$ cat src/rail_fault_defines.vh
// Offsets, fields and timing counts of the rail fault supervisor.
// Definitions only.
`ifndef RAIL_FAULT_DEFINES_VH
`define RAIL_FAULT_DEFINES_VH

// Register byte offsets
`define ADDR_CTRL        4'h0
`define ADDR_STATUS      4'h4
`define ADDR_OV_OFFSET   4'h8
`define ADDR_FAULT       4'hc

// Control register fields
`define CTRL_MODE_LSB    0
`define CTRL_MODE_MSB    1
`define CTRL_CORE_OFF    2
`define CTRL_RST         32'h0000_0001

// Operating modes
`define MODE_PARALLEL    2'h0
`define MODE_SERIAL      2'h1
`define MODE_FIXED       2'h2

// Overvoltage offset above reference, mV
`define OV_OFFSET_W      10
`define OV_OFFSET_RST    10'h0fa

// Overvoltage threshold source selects
`define OVSEL_REF_OFFSET 2'h0
`define OVSEL_FIXED_1V8  2'h1
`define OVSEL_PIN        2'h2

// Fault state bit positions
`define FLT_CORE_OV      0
`define FLT_AUX_OV       1
`define FLT_UV           2
`define FLT_CORE_SDISC   3
`define FLT_AUX_SDISC    4
`define FLT_CORE_GND     5
`define FLT_AUX_GND      6
`define FLT_CORE_OC      7
`define FLT_AUX_OC       8
`define FLT_W            9

// Status register fields
`define ST_RAIL_GOOD_FLAG         0
`define ST_CORE_GOOD     1
`define ST_AUX_GOOD      2
`define ST_PG_MASKED     3
`define ST_PROT_MASKED   4
`define ST_ENABLE        5
`define ST_STRAP         6
`define ST_CORE_STARTED  7
`define ST_AUX_STARTED   8

// Re-arm delay after a transition, in clocks
`define REARM_CYCLES     16

// AXI responses
`define RESP_OKAY        2'h0
`define RESP_SLVERR      2'h2

`endif

$ cat src/level_sync.v
// Two-flop synchroniser for independent levels.
// Assumes slow levels; no coherence between bits.
module level_sync #(
    parameter W = 1
) (
    input  wire         aclk,
    input  wire         aresetn,
    input  wire [W-1:0] d,
    output wire [W-1:0] q
);
    reg [W-1:0] meta_q;
    reg [W-1:0] sync_q;

    // First stage feeds only the second stage
    always @(posedge aclk)
    begin
        if (!aresetn)
        begin
            meta_q <= {W{1'b0}};
            sync_q <= {W{1'b0}};
        end
        else
        begin
            meta_q <= d;
            sync_q <= meta_q;
        end
    end

    assign q = sync_q;
endmodule // level_sync

$ cat src/rail_fault_supervisor.v
// Fault supervisor for a core rail and an auxiliary rail: latches
// comparator faults, drives PWM/driver-enable pins, fault and power good.
// Assumes analog comparator levels are asynchronous; soft-start, first
// pulse, PWM and transition signals come from logic on aclk.
// How it works
// - Rail overvoltage clamps its PWM low, driver enable high.
// - In serial mode, overvoltage also puts the other rail in high impedance.
// - Any overvoltage latch drives the oscillator/fault pin high.
// - OV threshold: reference plus offset, or fixed 1.8 V.
// - With the bus-disable strap high, threshold comes from the data pin.
// - Undervoltage trips at VID minus 400 mV, armed once reference passes 500 mV.
// - Undervoltage latches, tristates both rails and raises the fault pin.
// - Power good is core AND aux flags in serial mode, core alone otherwise.
// - Rail flag drops below reference minus 250 mV; rails keep switching.
// - Power good held low until soft-start completes.
// - Power good masked in transitions and, in serial mode only, while core is off, aux running.
// - Non-overcurrent protections masked in transitions, re-armed 16 clocks later.
// - Protections remain active during soft-start.
// - Core positive-sense disconnection latches high impedance and raises fault.
// - Core ground-sense loss over 500 mV, and aux in serial mode only, latches high impedance and raises fault.
// - Serial mode only, aux positive-sense disconnection latches likewise.
// - Core or aux overcurrent latches like undervoltage.
// - Rails stay tristated, driver enable low, until their first PWM pulse, except a rail under an overvoltage clamp.
`include "rail_fault_defines.vh"
module rail_fault_supervisor #(
    parameter CORE_PHASES = 4,
    parameter ADDR_W      = 4
) (
    input  wire                   aclk,
    input  wire                   aresetn,
    // AXI4-Lite slave
    input  wire [ADDR_W-1:0]      s_axi_awaddr,
    input  wire                   s_axi_awvalid,
    output reg                    s_axi_awready,
    input  wire [31:0]            s_axi_wdata,
    input  wire [3:0]             s_axi_wstrb,
    input  wire                   s_axi_wvalid,
    output reg                    s_axi_wready,
    output reg  [1:0]             s_axi_bresp,
    output reg                    s_axi_bvalid,
    input  wire                   s_axi_bready,
    input  wire [ADDR_W-1:0]      s_axi_araddr,
    input  wire                   s_axi_arvalid,
    output reg                    s_axi_arready,
    output reg  [31:0]            s_axi_rdata,
    output reg  [1:0]             s_axi_rresp,
    output reg                    s_axi_rvalid,
    input  wire                   s_axi_rready,
    // Asynchronous pins and comparator levels
    input  wire                   enable_pin,
    input  wire                   bus_disable_strap,
    input  wire                   core_ov_cmp,
    input  wire                   aux_ov_cmp,
    input  wire                   core_uv_cmp,
    input  wire                   aux_uv_cmp,
    input  wire                   core_below_good_cmp,
    input  wire                   aux_below_good_cmp,
    input  wire                   core_sense_disc_cmp,
    input  wire                   aux_sense_disc_cmp,
    input  wire                   core_ground_sense_cmp,
    input  wire                   aux_ground_sense_cmp,
    input  wire                   core_oc_phase_cmp,
    input  wire                   core_oc_avg_cmp,
    input  wire                   aux_oc_cmp,
    input  wire                   ref_above_500mv_cmp,
    // On-chip control logic on aclk
    input  wire                   voltage_transition,
    input  wire                   soft_start_done,
    input  wire                   core_first_pulse,
    input  wire                   aux_first_pulse,
    input  wire [CORE_PHASES-1:0] core_pwm_in,
    input  wire                   aux_pwm_in,
    // Driver side
    output reg  [CORE_PHASES-1:0] core_phase_pwm_out,
    output reg  [CORE_PHASES-1:0] core_phase_pwm_oe,
    output reg                    core_driver_enable,
    output reg                    aux_phase_pwm_out,
    output reg                    aux_phase_pwm_oe,
    output reg                    aux_driver_enable,
    output reg                    osc_fault_pin,
    output reg                    power_good_out,
    output reg                    power_good_oe,
    // Threshold steering to the analog side
    output reg  [1:0]             ov_thresh_sel,
    output reg  [`OV_OFFSET_W-1:0] ov_offset_mv
);
    localparam SYNC_W = 16;

    // Rail drive states, one-hot
    localparam [2:0] RAIL_HIZ    = 3'b001;
    localparam [2:0] RAIL_SWITCH = 3'b010;
    localparam [2:0] RAIL_LOW    = 3'b100;

    // Overvoltage clamp beats any tristate request
    function [2:0] rail_state;
        input force_low;
        input hiz;
        begin
            if (force_low)
                rail_state = RAIL_LOW;
            else if (hiz)
                rail_state = RAIL_HIZ;
            else
                rail_state = RAIL_SWITCH;
        end
    endfunction

    // Shared decode; no aliasing above the map
    function [3:0] reg_hit;
        input [ADDR_W-1:0] addr;
        begin
            case (addr)
                `ADDR_CTRL:      reg_hit = 4'h1;
                `ADDR_STATUS:    reg_hit = 4'h2;
                `ADDR_OV_OFFSET: reg_hit = 4'h4;
                `ADDR_FAULT:     reg_hit = 4'h8;
                default:         reg_hit = 4'h0;
            endcase
        end
    endfunction

    // Byte-lane merge for writes
    function [31:0] merge;
        input [31:0] old;
        input [31:0] data;
        input [3:0]  strb;
        integer i;
        begin
            merge = old;
            for (i = 0; i < 4; i = i + 1)
                if (strb[i])
                    merge[i*8 +: 8] = data[i*8 +: 8];
        end
    endfunction

    wire [SYNC_W-1:0] raw_in;
    wire [SYNC_W-1:0] sync_in;
    wire              prot_masked;

    assign raw_in = {enable_pin, bus_disable_strap, core_ov_cmp, aux_ov_cmp,
                     core_uv_cmp, aux_uv_cmp, core_below_good_cmp,
                     aux_below_good_cmp, core_sense_disc_cmp, aux_sense_disc_cmp,
                     core_ground_sense_cmp, aux_ground_sense_cmp,
                     core_oc_phase_cmp, core_oc_avg_cmp, aux_oc_cmp,
                     ref_above_500mv_cmp};

    level_sync #(
        .W (SYNC_W)
    ) u_sync (
        .aclk    (aclk),
        .aresetn (aresetn),
        .d       (raw_in),
        .q       (sync_in)
    );

    rearm_timer #(
        .CYCLES (`REARM_CYCLES)
    ) u_rearm (
        .aclk       (aclk),
        .aresetn    (aresetn),
        .transition (voltage_transition),
        .masked     (prot_masked)
    );

    wire en_s        = sync_in[15];
    wire strap_s     = sync_in[14];
    wire core_ov_s   = sync_in[13];
    wire aux_ov_s    = sync_in[12];
    wire core_uv_s   = sync_in[11];
    wire aux_uv_s    = sync_in[10];
    wire core_low_s  = sync_in[9];
    wire aux_low_s   = sync_in[8];
    wire core_sd_s   = sync_in[7];
    wire aux_sd_s    = sync_in[6];
    wire core_gnd_s  = sync_in[5];
    wire aux_gnd_s   = sync_in[4];
    wire core_ocp_s  = sync_in[3];
    wire core_oca_s  = sync_in[2];
    wire aux_oc_s    = sync_in[1];
    wire ref_armed_s = sync_in[0];

    reg  [31:0]             ctrl_q;
    reg  [`OV_OFFSET_W-1:0] ov_offset_q;
    reg  [`FLT_W-1:0]       fault_q;
    reg                     core_started_q;
    reg                     aux_started_q;
    reg                     pg_q;
    reg                     aw_held_q;
    reg                     w_held_q;
    reg  [ADDR_W-1:0]       awaddr_q;
    reg  [31:0]             wdata_q;
    reg  [3:0]              wstrb_q;

    wire [1:0] mode     = ctrl_q[`CTRL_MODE_MSB:`CTRL_MODE_LSB];
    wire       serial   = (mode == `MODE_SERIAL);
    wire       core_off = ctrl_q[`CTRL_CORE_OFF];

    // Fault sources; overcurrent ignores the transition mask
    reg [`FLT_W-1:0] fault_set;
    always @*
    begin
        fault_set = {`FLT_W{1'b0}};
        fault_set[`FLT_CORE_OV]    = core_ov_s & ~prot_masked;
        fault_set[`FLT_AUX_OV]     = aux_ov_s & ~prot_masked;
        fault_set[`FLT_UV]         = (core_uv_s | aux_uv_s) & ref_armed_s
                                     & ~prot_masked;
        fault_set[`FLT_CORE_SDISC] = core_sd_s & ~prot_masked;
        fault_set[`FLT_AUX_SDISC]  = aux_sd_s & serial & ~prot_masked;
        fault_set[`FLT_CORE_GND]   = core_gnd_s & ~prot_masked;
        fault_set[`FLT_AUX_GND]    = aux_gnd_s & serial & ~prot_masked;
        fault_set[`FLT_CORE_OC]    = core_ocp_s | core_oca_s;
        fault_set[`FLT_AUX_OC]     = aux_oc_s;
    end

    // Fault latches: no soft-start gating, no software clear path
    always @(posedge aclk)
    begin
        if (!aresetn)
            fault_q <= {`FLT_W{1'b0}};
        else if (!en_s)
            fault_q <= {`FLT_W{1'b0}};
        else
            fault_q <= fault_q | fault_set;
    end

    // Anything but overvoltage tristates both rails
    wire hiz_latch = |fault_q[`FLT_AUX_OC:`FLT_UV];
    wire any_fault = |fault_q;

    // First pulse ends the start-up tristate
    always @(posedge aclk)
    begin
        if (!aresetn)
        begin
            core_started_q <= 1'b0;
            aux_started_q  <= 1'b0;
        end
        else if (!en_s)
        begin
            core_started_q <= 1'b0;
            aux_started_q  <= 1'b0;
        end
        else
        begin
            core_started_q <= core_started_q | core_first_pulse;
            aux_started_q  <= aux_started_q | aux_first_pulse;
        end
    end

    wire core_hiz = ~en_s | hiz_latch | ~core_started_q
                    | (fault_q[`FLT_AUX_OV] & serial);
    wire aux_hiz  = ~en_s | hiz_latch | ~aux_started_q
                    | (fault_q[`FLT_CORE_OV] & serial);
    wire [2:0] core_st = rail_state(fault_q[`FLT_CORE_OV], core_hiz);
    wire [2:0] aux_st  = rail_state(fault_q[`FLT_AUX_OV], aux_hiz);

    // Driver pins; clamp keeps low-side switches on
    always @(posedge aclk)
    begin
        if (!aresetn)
        begin
            core_phase_pwm_out <= {CORE_PHASES{1'b0}};
            core_phase_pwm_oe  <= {CORE_PHASES{1'b0}};
            core_driver_enable <= 1'b0;
            aux_phase_pwm_out  <= 1'b0;
            aux_phase_pwm_oe   <= 1'b0;
            aux_driver_enable  <= 1'b0;
        end
        else
        begin
            case (core_st)
                RAIL_LOW:
                begin
                    core_phase_pwm_out <= {CORE_PHASES{1'b0}};
                    core_phase_pwm_oe  <= {CORE_PHASES{1'b1}};
                    core_driver_enable <= 1'b1;
                end
                RAIL_SWITCH:
                begin
                    core_phase_pwm_out <= core_pwm_in;
                    core_phase_pwm_oe  <= {CORE_PHASES{1'b1}};
                    core_driver_enable <= 1'b1;
                end
                default:
                begin
                    core_phase_pwm_out <= {CORE_PHASES{1'b0}};
                    core_phase_pwm_oe  <= {CORE_PHASES{1'b0}};
                    core_driver_enable <= 1'b0;
                end
            endcase
            case (aux_st)
                RAIL_LOW:
                begin
                    aux_phase_pwm_out <= 1'b0;
                    aux_phase_pwm_oe  <= 1'b1;
                    aux_driver_enable <= 1'b1;
                end
                RAIL_SWITCH:
                begin
                    aux_phase_pwm_out <= aux_pwm_in;
                    aux_phase_pwm_oe  <= 1'b1;
                    aux_driver_enable <= 1'b1;
                end
                default:
                begin
                    aux_phase_pwm_out <= 1'b0;
                    aux_phase_pwm_oe  <= 1'b0;
                    aux_driver_enable <= 1'b0;
                end
            endcase
        end
    end

    // Power good: low-side flags only, rails untouched by it
    wire core_good = ~core_low_s;
    wire aux_good  = ~aux_low_s;
    wire pg_eval   = serial ? (core_good & aux_good) : core_good;
    wire pg_masked = prot_masked | (serial & core_off & aux_started_q);

    // Masked evaluation holds the last verdict
    always @(posedge aclk)
    begin
        if (!aresetn)
            pg_q <= 1'b0;
        else if (!en_s || !soft_start_done || any_fault)
            pg_q <= 1'b0;
        else if (!pg_masked)
            pg_q <= pg_eval;
    end

    // Open-drain power good and fault/threshold pins
    always @(posedge aclk)
    begin
        if (!aresetn)
        begin
            power_good_out <= 1'b0;
            power_good_oe  <= 1'b1;
            osc_fault_pin  <= 1'b0;
            ov_thresh_sel  <= `OVSEL_REF_OFFSET;
            ov_offset_mv   <= `OV_OFFSET_RST;
        end
        else
        begin
            power_good_out <= 1'b0;
            power_good_oe  <= ~pg_q;
            osc_fault_pin  <= any_fault;
            ov_offset_mv   <= ov_offset_q;
            if (strap_s)
                ov_thresh_sel <= `OVSEL_PIN;
            else if (mode == `MODE_FIXED)
                ov_thresh_sel <= `OVSEL_FIXED_1V8;
            else
                ov_thresh_sel <= `OVSEL_REF_OFFSET;
        end
    end

    // AXI write: address and data in either order
    wire [3:0] w_hit   = reg_hit(awaddr_q);
    wire [31:0] ov_merged = merge({22'h0, ov_offset_q}, wdata_q, wstrb_q);
    wire       do_write = aw_held_q & w_held_q & ~s_axi_bvalid;
    always @(posedge aclk)
    begin
        if (!aresetn)
        begin
            s_axi_awready <= 1'b0;
            s_axi_wready  <= 1'b0;
            s_axi_bvalid  <= 1'b0;
            s_axi_bresp   <= `RESP_OKAY;
            aw_held_q     <= 1'b0;
            w_held_q      <= 1'b0;
            awaddr_q      <= {ADDR_W{1'b0}};
            wdata_q       <= 32'h0000_0000;
            wstrb_q       <= 4'h0;
            ctrl_q        <= `CTRL_RST;
            ov_offset_q   <= `OV_OFFSET_RST;
        end
        else
        begin
            s_axi_awready <= ~aw_held_q & ~(s_axi_awvalid & s_axi_awready);
            s_axi_wready  <= ~w_held_q & ~(s_axi_wvalid & s_axi_wready);
            if (s_axi_awvalid && s_axi_awready)
            begin
                aw_held_q <= 1'b1;
                awaddr_q  <= s_axi_awaddr;
            end
            if (s_axi_wvalid && s_axi_wready)
            begin
                w_held_q <= 1'b1;
                wdata_q  <= s_axi_wdata;
                wstrb_q  <= s_axi_wstrb;
            end
            if (do_write)
            begin
                aw_held_q    <= 1'b0;
                w_held_q     <= 1'b0;
                s_axi_bvalid <= 1'b1;
                s_axi_bresp  <= (w_hit == 4'h0) ? `RESP_SLVERR : `RESP_OKAY;
                if (w_hit[0])
                    ctrl_q <= merge(ctrl_q, wdata_q, wstrb_q) & 32'h0000_0007;
                if (w_hit[2])
                    ov_offset_q <= ov_merged[`OV_OFFSET_W-1:0];
                // Status and fault words are read-only: writes cannot clear
            end
            else if (s_axi_bvalid && s_axi_bready)
                s_axi_bvalid <= 1'b0;
        end
    end

    // Read word assembly
    reg [31:0] rword;
    always @*
    begin
        rword = 32'h0000_0000;
        case (reg_hit(s_axi_araddr))
            4'h1: rword = ctrl_q;
            4'h2:
            begin
                rword[`ST_RAIL_GOOD_FLAG]        = pg_q;
                rword[`ST_CORE_GOOD]    = core_good;
                rword[`ST_AUX_GOOD]     = aux_good;
                rword[`ST_PG_MASKED]    = pg_masked;
                rword[`ST_PROT_MASKED]  = prot_masked;
                rword[`ST_ENABLE]       = en_s;
                rword[`ST_STRAP]        = strap_s;
                rword[`ST_CORE_STARTED] = core_started_q;
                rword[`ST_AUX_STARTED]  = aux_started_q;
            end
            4'h4: rword[`OV_OFFSET_W-1:0] = ov_offset_q;
            4'h8: rword[`FLT_W-1:0] = fault_q;
            default: rword = 32'h0000_0000;
        endcase
    end

    // AXI read: answer the cycle after the address
    always @(posedge aclk)
    begin
        if (!aresetn)
        begin
            s_axi_arready <= 1'b0;
            s_axi_rvalid  <= 1'b0;
            s_axi_rdata   <= 32'h0000_0000;
            s_axi_rresp   <= `RESP_OKAY;
        end
        else
        begin
            s_axi_arready <= ~s_axi_rvalid & ~(s_axi_arvalid & s_axi_arready);
            if (s_axi_arvalid && s_axi_arready)
            begin
                s_axi_rvalid <= 1'b1;
                s_axi_rdata  <= rword;
                s_axi_rresp  <= (reg_hit(s_axi_araddr) == 4'h0) ?
                                `RESP_SLVERR : `RESP_OKAY;
            end
            else if (s_axi_rvalid && s_axi_rready)
                s_axi_rvalid <= 1'b0;
        end
    end
endmodule // rail_fault_supervisor

$ cat src/rearm_timer.v
// Mask: high in a transition and a fixed count of clocks after.
// Assumes transition is synchronous.
`include "rail_fault_defines.vh"
module rearm_timer #(
    parameter CYCLES = `REARM_CYCLES
) (
    input  wire aclk,
    input  wire aresetn,
    input  wire transition,
    output wire masked
);
    localparam [5:0] LOAD = CYCLES;

    reg [5:0] count_q;

    // Reload while moving, count down once settled
    always @(posedge aclk)
    begin
        if (!aresetn)
            count_q <= 6'h00;
        else if (transition)
            count_q <= LOAD;
        else if (count_q != 6'h00)
            count_q <= count_q - 6'h01;
    end

    assign masked = transition | (count_q != 6'h00);
endmodule // rearm_timer
$ cat config.mk
export PLATFORM = sky130hd
export DESIGN_NAME = rail_fault_supervisor
export DESIGN_NICKNAME = d
export VERILOG_FILES = /design/src/level_sync.v /design/src/rail_fault_supervisor.v /design/src/rearm_timer.v
export VERILOG_INCLUDE_DIRS = /design/src /design/src/src
export SDC_FILE = /design/constraint.sdc
export NUM_CORES = 1
export LEC_CHECK = 0
export BUFFER_PORTS_ARGS = -buffer_cell sky130_fd_sc_hd__buf_2
export CORE_ASPECT_RATIO = 0.6
export CORE_MARGIN = 4
export CORE_UTILIZATION = 50
export CTS_BUF_LIST = sky130_fd_sc_hd__clkbuf_4 sky130_fd_sc_hd__clkbuf_8 sky130_fd_sc_hd__clkbuf_16
export DETAILED_ROUTE_END_ITERATION = 10
export PLACE_DENSITY = 0.77
export SYNTH_ARGS = -nofsm -noshare
export SYNTH_HDL_FRONTEND = slang
export SYNTH_SLANG_ARGS = --single-unit
export TNS_END_PERCENT = 30
$ cat constraint.sdc
create_clock -name aclk -period 5.3 [get_ports aclk]
set_clock_uncertainty 0.05 [all_clocks]
set_input_delay 0.53 -clock aclk [delete_from_list [all_inputs] [get_ports aclk]]
set_output_delay 0.53 -clock aclk [all_outputs]
set_load 0.005 [all_outputs]
==> impl_metrics.csv <==
group,metric,value,unit
run_status,status,"complete, no violations",
synthesis,synthesis.area,4330,sq um
timing,rsz0062_at_grt,"false",
synthesis,synth_flop_cell,"dfxtp_1",
setup_path,critPathCaptureType,"flip-flop",
clocking,cts_setup_buffers,0,
synthesis,yosysUniqueCellTypes,53,
synthesis,synth-seq-area-share,55.1,%
synthesis,synth_top_family_by_area,"simple AND/OR/NAND/NOR gates",
clocking,tritoncts,"done",
synthesis,netlist_instances,431,
synthesis,synthAdderAreaFrac,0.289,%
timing,maxSlewHeadroom,50.0,%
synthesis,yosysTopAreaCell,"dfxtp_1",
finish,final_nets,598,
setup_path,startpoint,"aresetn",
floorplan,core,8130,sq um
clocking,hold_buffers,0,
timing,drv_slew,0,
drt,wl_per_cell,14.7,um
power,power_density,419,nW/um^2
floorplan,die_h,80.1,um
clocking,cts-resized-gates,0,
floorplan,rows,25,
clocking,cts_made_buffers,17,
synthesis,avgSynthCellArea,10.0,sq um
synthesis,synth_compound_area_share,8.96,%
timing,finalSetupViolCount,0,
setup_path,timing.rr.start,"u_rearm.count_q[0]$_SDFFE_PP0P_",
clocking,cts-root-buf,"clkbuf_16",
global_route,grt_max_degree,54,
finish,syn2layout_area_growth,23.2,%
clocking,htreeDepth,4,
synthesis,ys_async_sr_fraction,0,%
setup_path,critPathRequiredTime,5580,ps
drt,avgViaCountPerCell,4.92,
synthesis,ys_top_cells_by_area,"dfxtp_1 55%, and2_1 6.2%, buf_4 5.2%, nand2_1 4.8%, a21boi_0 2.9%",
setup_path,cp.arrival,2510,ps
timing,finalCritPeriodShare,42.1,%
setup_path,crit_fanout,53,
finish,layoutNonFillerInstCount,642,
timing,tightest_slew,748,ps
timing,max_freq,449,MHz
run,max_cap_violations,0,
power,leakage,2.41,nW
placement,dp.cells,610,
global_route,grt.total_usage,19.2,%
placement,io_buffers,94,
worst_hold_path,hp-class,"in -> reg",
synthesis,synthSimpleGateAreaFrac,21.7,%
finish,antenna_cells,0,
clocking,clk_latency,410,ps
synthesis,ys_ff_latch,119,
drt,vias,3161,
timing,setup_ws,3070,ps
drt,drtIter0Drc,205,
timing,hold_viol,0,
floorplan,ios,144,
setup_path,path_class,"in -> reg",
clocking,clockBufferDepth,2,
global_route,grt_pass1_vias,2953,
clocking,cts_sinks,119,
synthesis,synth.top_cell.area_share,55.1,%
floorplan,die_x,128,um
floorplan,start_util,53.2,%
setup_path,critPathLaunchType,"primary input",
timing,fin_setup_tns,0,ps
drt,drc,0,
placement,dpl.hpwl,6.75,mm
drt,dr.pass1.iters,4,
placement,place_congestion,0.939,
synthesis,synth_edf_count,0,
synthesis,synthMuxAreaShare,5.67,%
global_route,overflow,0,
placement,dp_slack,2690,ps
timing,timing.final.crit_period,2230,ps
global_route,antenna_found_initial,0,
drt,wl,9.46,mm
finish,num-fill-cells,649,
synthesis,yosysWarnings,0,
power,peakVddDrop,0.256,mV
global_route,grt_pass1_wl,15.0,mm
synthesis,synth_xor_xnor_area_share,0.810,%
worst_hold_path,hold_start,"core_pwm_in[3]",
finish,drive_gt1_share,27.0,%
clocking,path_clk_slew,50,ps
floorplan,die_area,10300,sq um
drt,ant_nets,0,
report_power, final:
part	switching (mW)	internal (mW)
clock	0.379	0.753
sequential	0.0203	0.928
combinational	0.0808	0.0724
total	0.480	1.75
synth_stat cells, drive strengths merged (2+ instances only):
library cell / instances
a22o: 3
nor2: 25
a21boi: 17
mux2i: 11
nand4: 2
nor4b: 2
or3: 3
a22oi: 5
nand2: 55
and2: 43
a211oi: 3
dfxtp: 119
clkbuf: 15
mux2: 6
xnor2: 3
nand3: 10
o21a: 3
a21oi: 8
o21ai: 6
nor4: 3
buf: 33
a31oi: 2
nor2b: 10
and3: 2
nor3: 5
nand2b: 10
inv: 6
mux4: 3
routing by layer:
metal | part of all wire, % | global-route usage (%) | up-vias
met2 | 43 | 27.0 | 122
met1 | 47 | 25.9 | 1451
met4 | 1.2 | 5.93 | 0
met5 | 0 | 0 | -
met3 | 8.5 | 9.30 | 15
li1 | - | - | 1573
state kept, by name (all words and copies together), names as in the netlist, 2 cells and up:
signal / cells
awaddr_q: 4
core_phase_pwm_out: 4
ctrl_q: 3
fault_q: 9
ov_offset_mv: 10
ov_offset_q: 10
ov_thresh_sel: 2
s_axi_rdata: 10
u_rearm.count_q: 6
u_sync.meta_q: 16
u_sync.q: 16
wdata_q: 10
wstrb_q: 2
worst max-delay path: stages:
cell      delay [ps]
buf_2            500
buf_4            480
nor4b_2          690
nand2_1          120
o211ai_1         170
cells in the final DEF (no fill, tap or decap), types with 2 or more instances in the layout:
master	Yosys	layout
a211oi_1	2	2
a21boi_0	17	17
a21oi_1	8	8
a22o_1	3	3
a22oi_1	5	5
a31oi_1	2	2
and2_1	43	43
and3_1	2	2
buf_2	3	94
bufinv_16	0	2
clkbuf_16	0	17
clkbuf_4	0	3
clkbuf_8	0	4
clkinv_2	0	4
clkinvlp_4	0	2
conb_1	1	25
dfxtp_1	119	119
inv_1	6	6
mux2_2	6	6
mux2i_1	11	11
mux4_2	3	3
nand2_1	55	55
nand2b_1	10	10
nand3_1	9	9
nand4_1	2	2
nor2_1	24	24
nor2b_1	10	10
nor3_1	5	5
nor4_1	3	3
o21a_1	3	3
o21ai_0	6	6
xnor2_1	3	3
cell families after synthesis:
group | after synthesis
XOR/XNOR | 4
multiplexers | 20
AND/OR/NAND/NOR | 178
flip-flops | 119
buffers and inverters | 54
adder cells (fa/ha/maj) | 1
other | 1
AO/OA/AOI/OAI | 54
cell type report:
type / count / area (sq um) / area share, %
Inverter: 6 / 22.5 / 0.422
Timing Repair Buffer: 95 / 478 / 8.97
Multi-Input combinational cell: 282 / 1720 / 32.2
Sequential cell: 119 / 2380 / 44.7
Clock buffer: 24 / 503 / 9.43
Tap cell: 108 / 135 / 2.53
Clock inverter: 8 / 95.1 / 1.78
path summary, 6_finish.rpt:
| path | slack (ps) | cells after the start | end |
|---|---|---|---|
| setup / recovery | 3070 | 5 | s_axi_rdata[4]$_SDFFE_PN0P_ |
| hold / removal | 270 | 2 | core_phase_pwm_out[3]$_SDFF_PN0_ |
| setup reg to reg | 3370 | 6 | pg_q$_SDFFE_PP0N_ |
| hold reg to reg | 380 | 1 | power_good_oe$_SDFF_PN1_ |
metrics by stage:
step	hold slack, ps	instance area, sq um	utilization, %	total power [mW]
finish	271	5330	65.6	2.23
global route	260	5330	65.6	2.32
CTS	257	5330	65.6	2.25
detailed placement	363	4730	58.2	1.12
global placement	363	4730	58.2	1.11
floorplan	317	4420	-	1.09
Power figures use the tool's default switching activity.
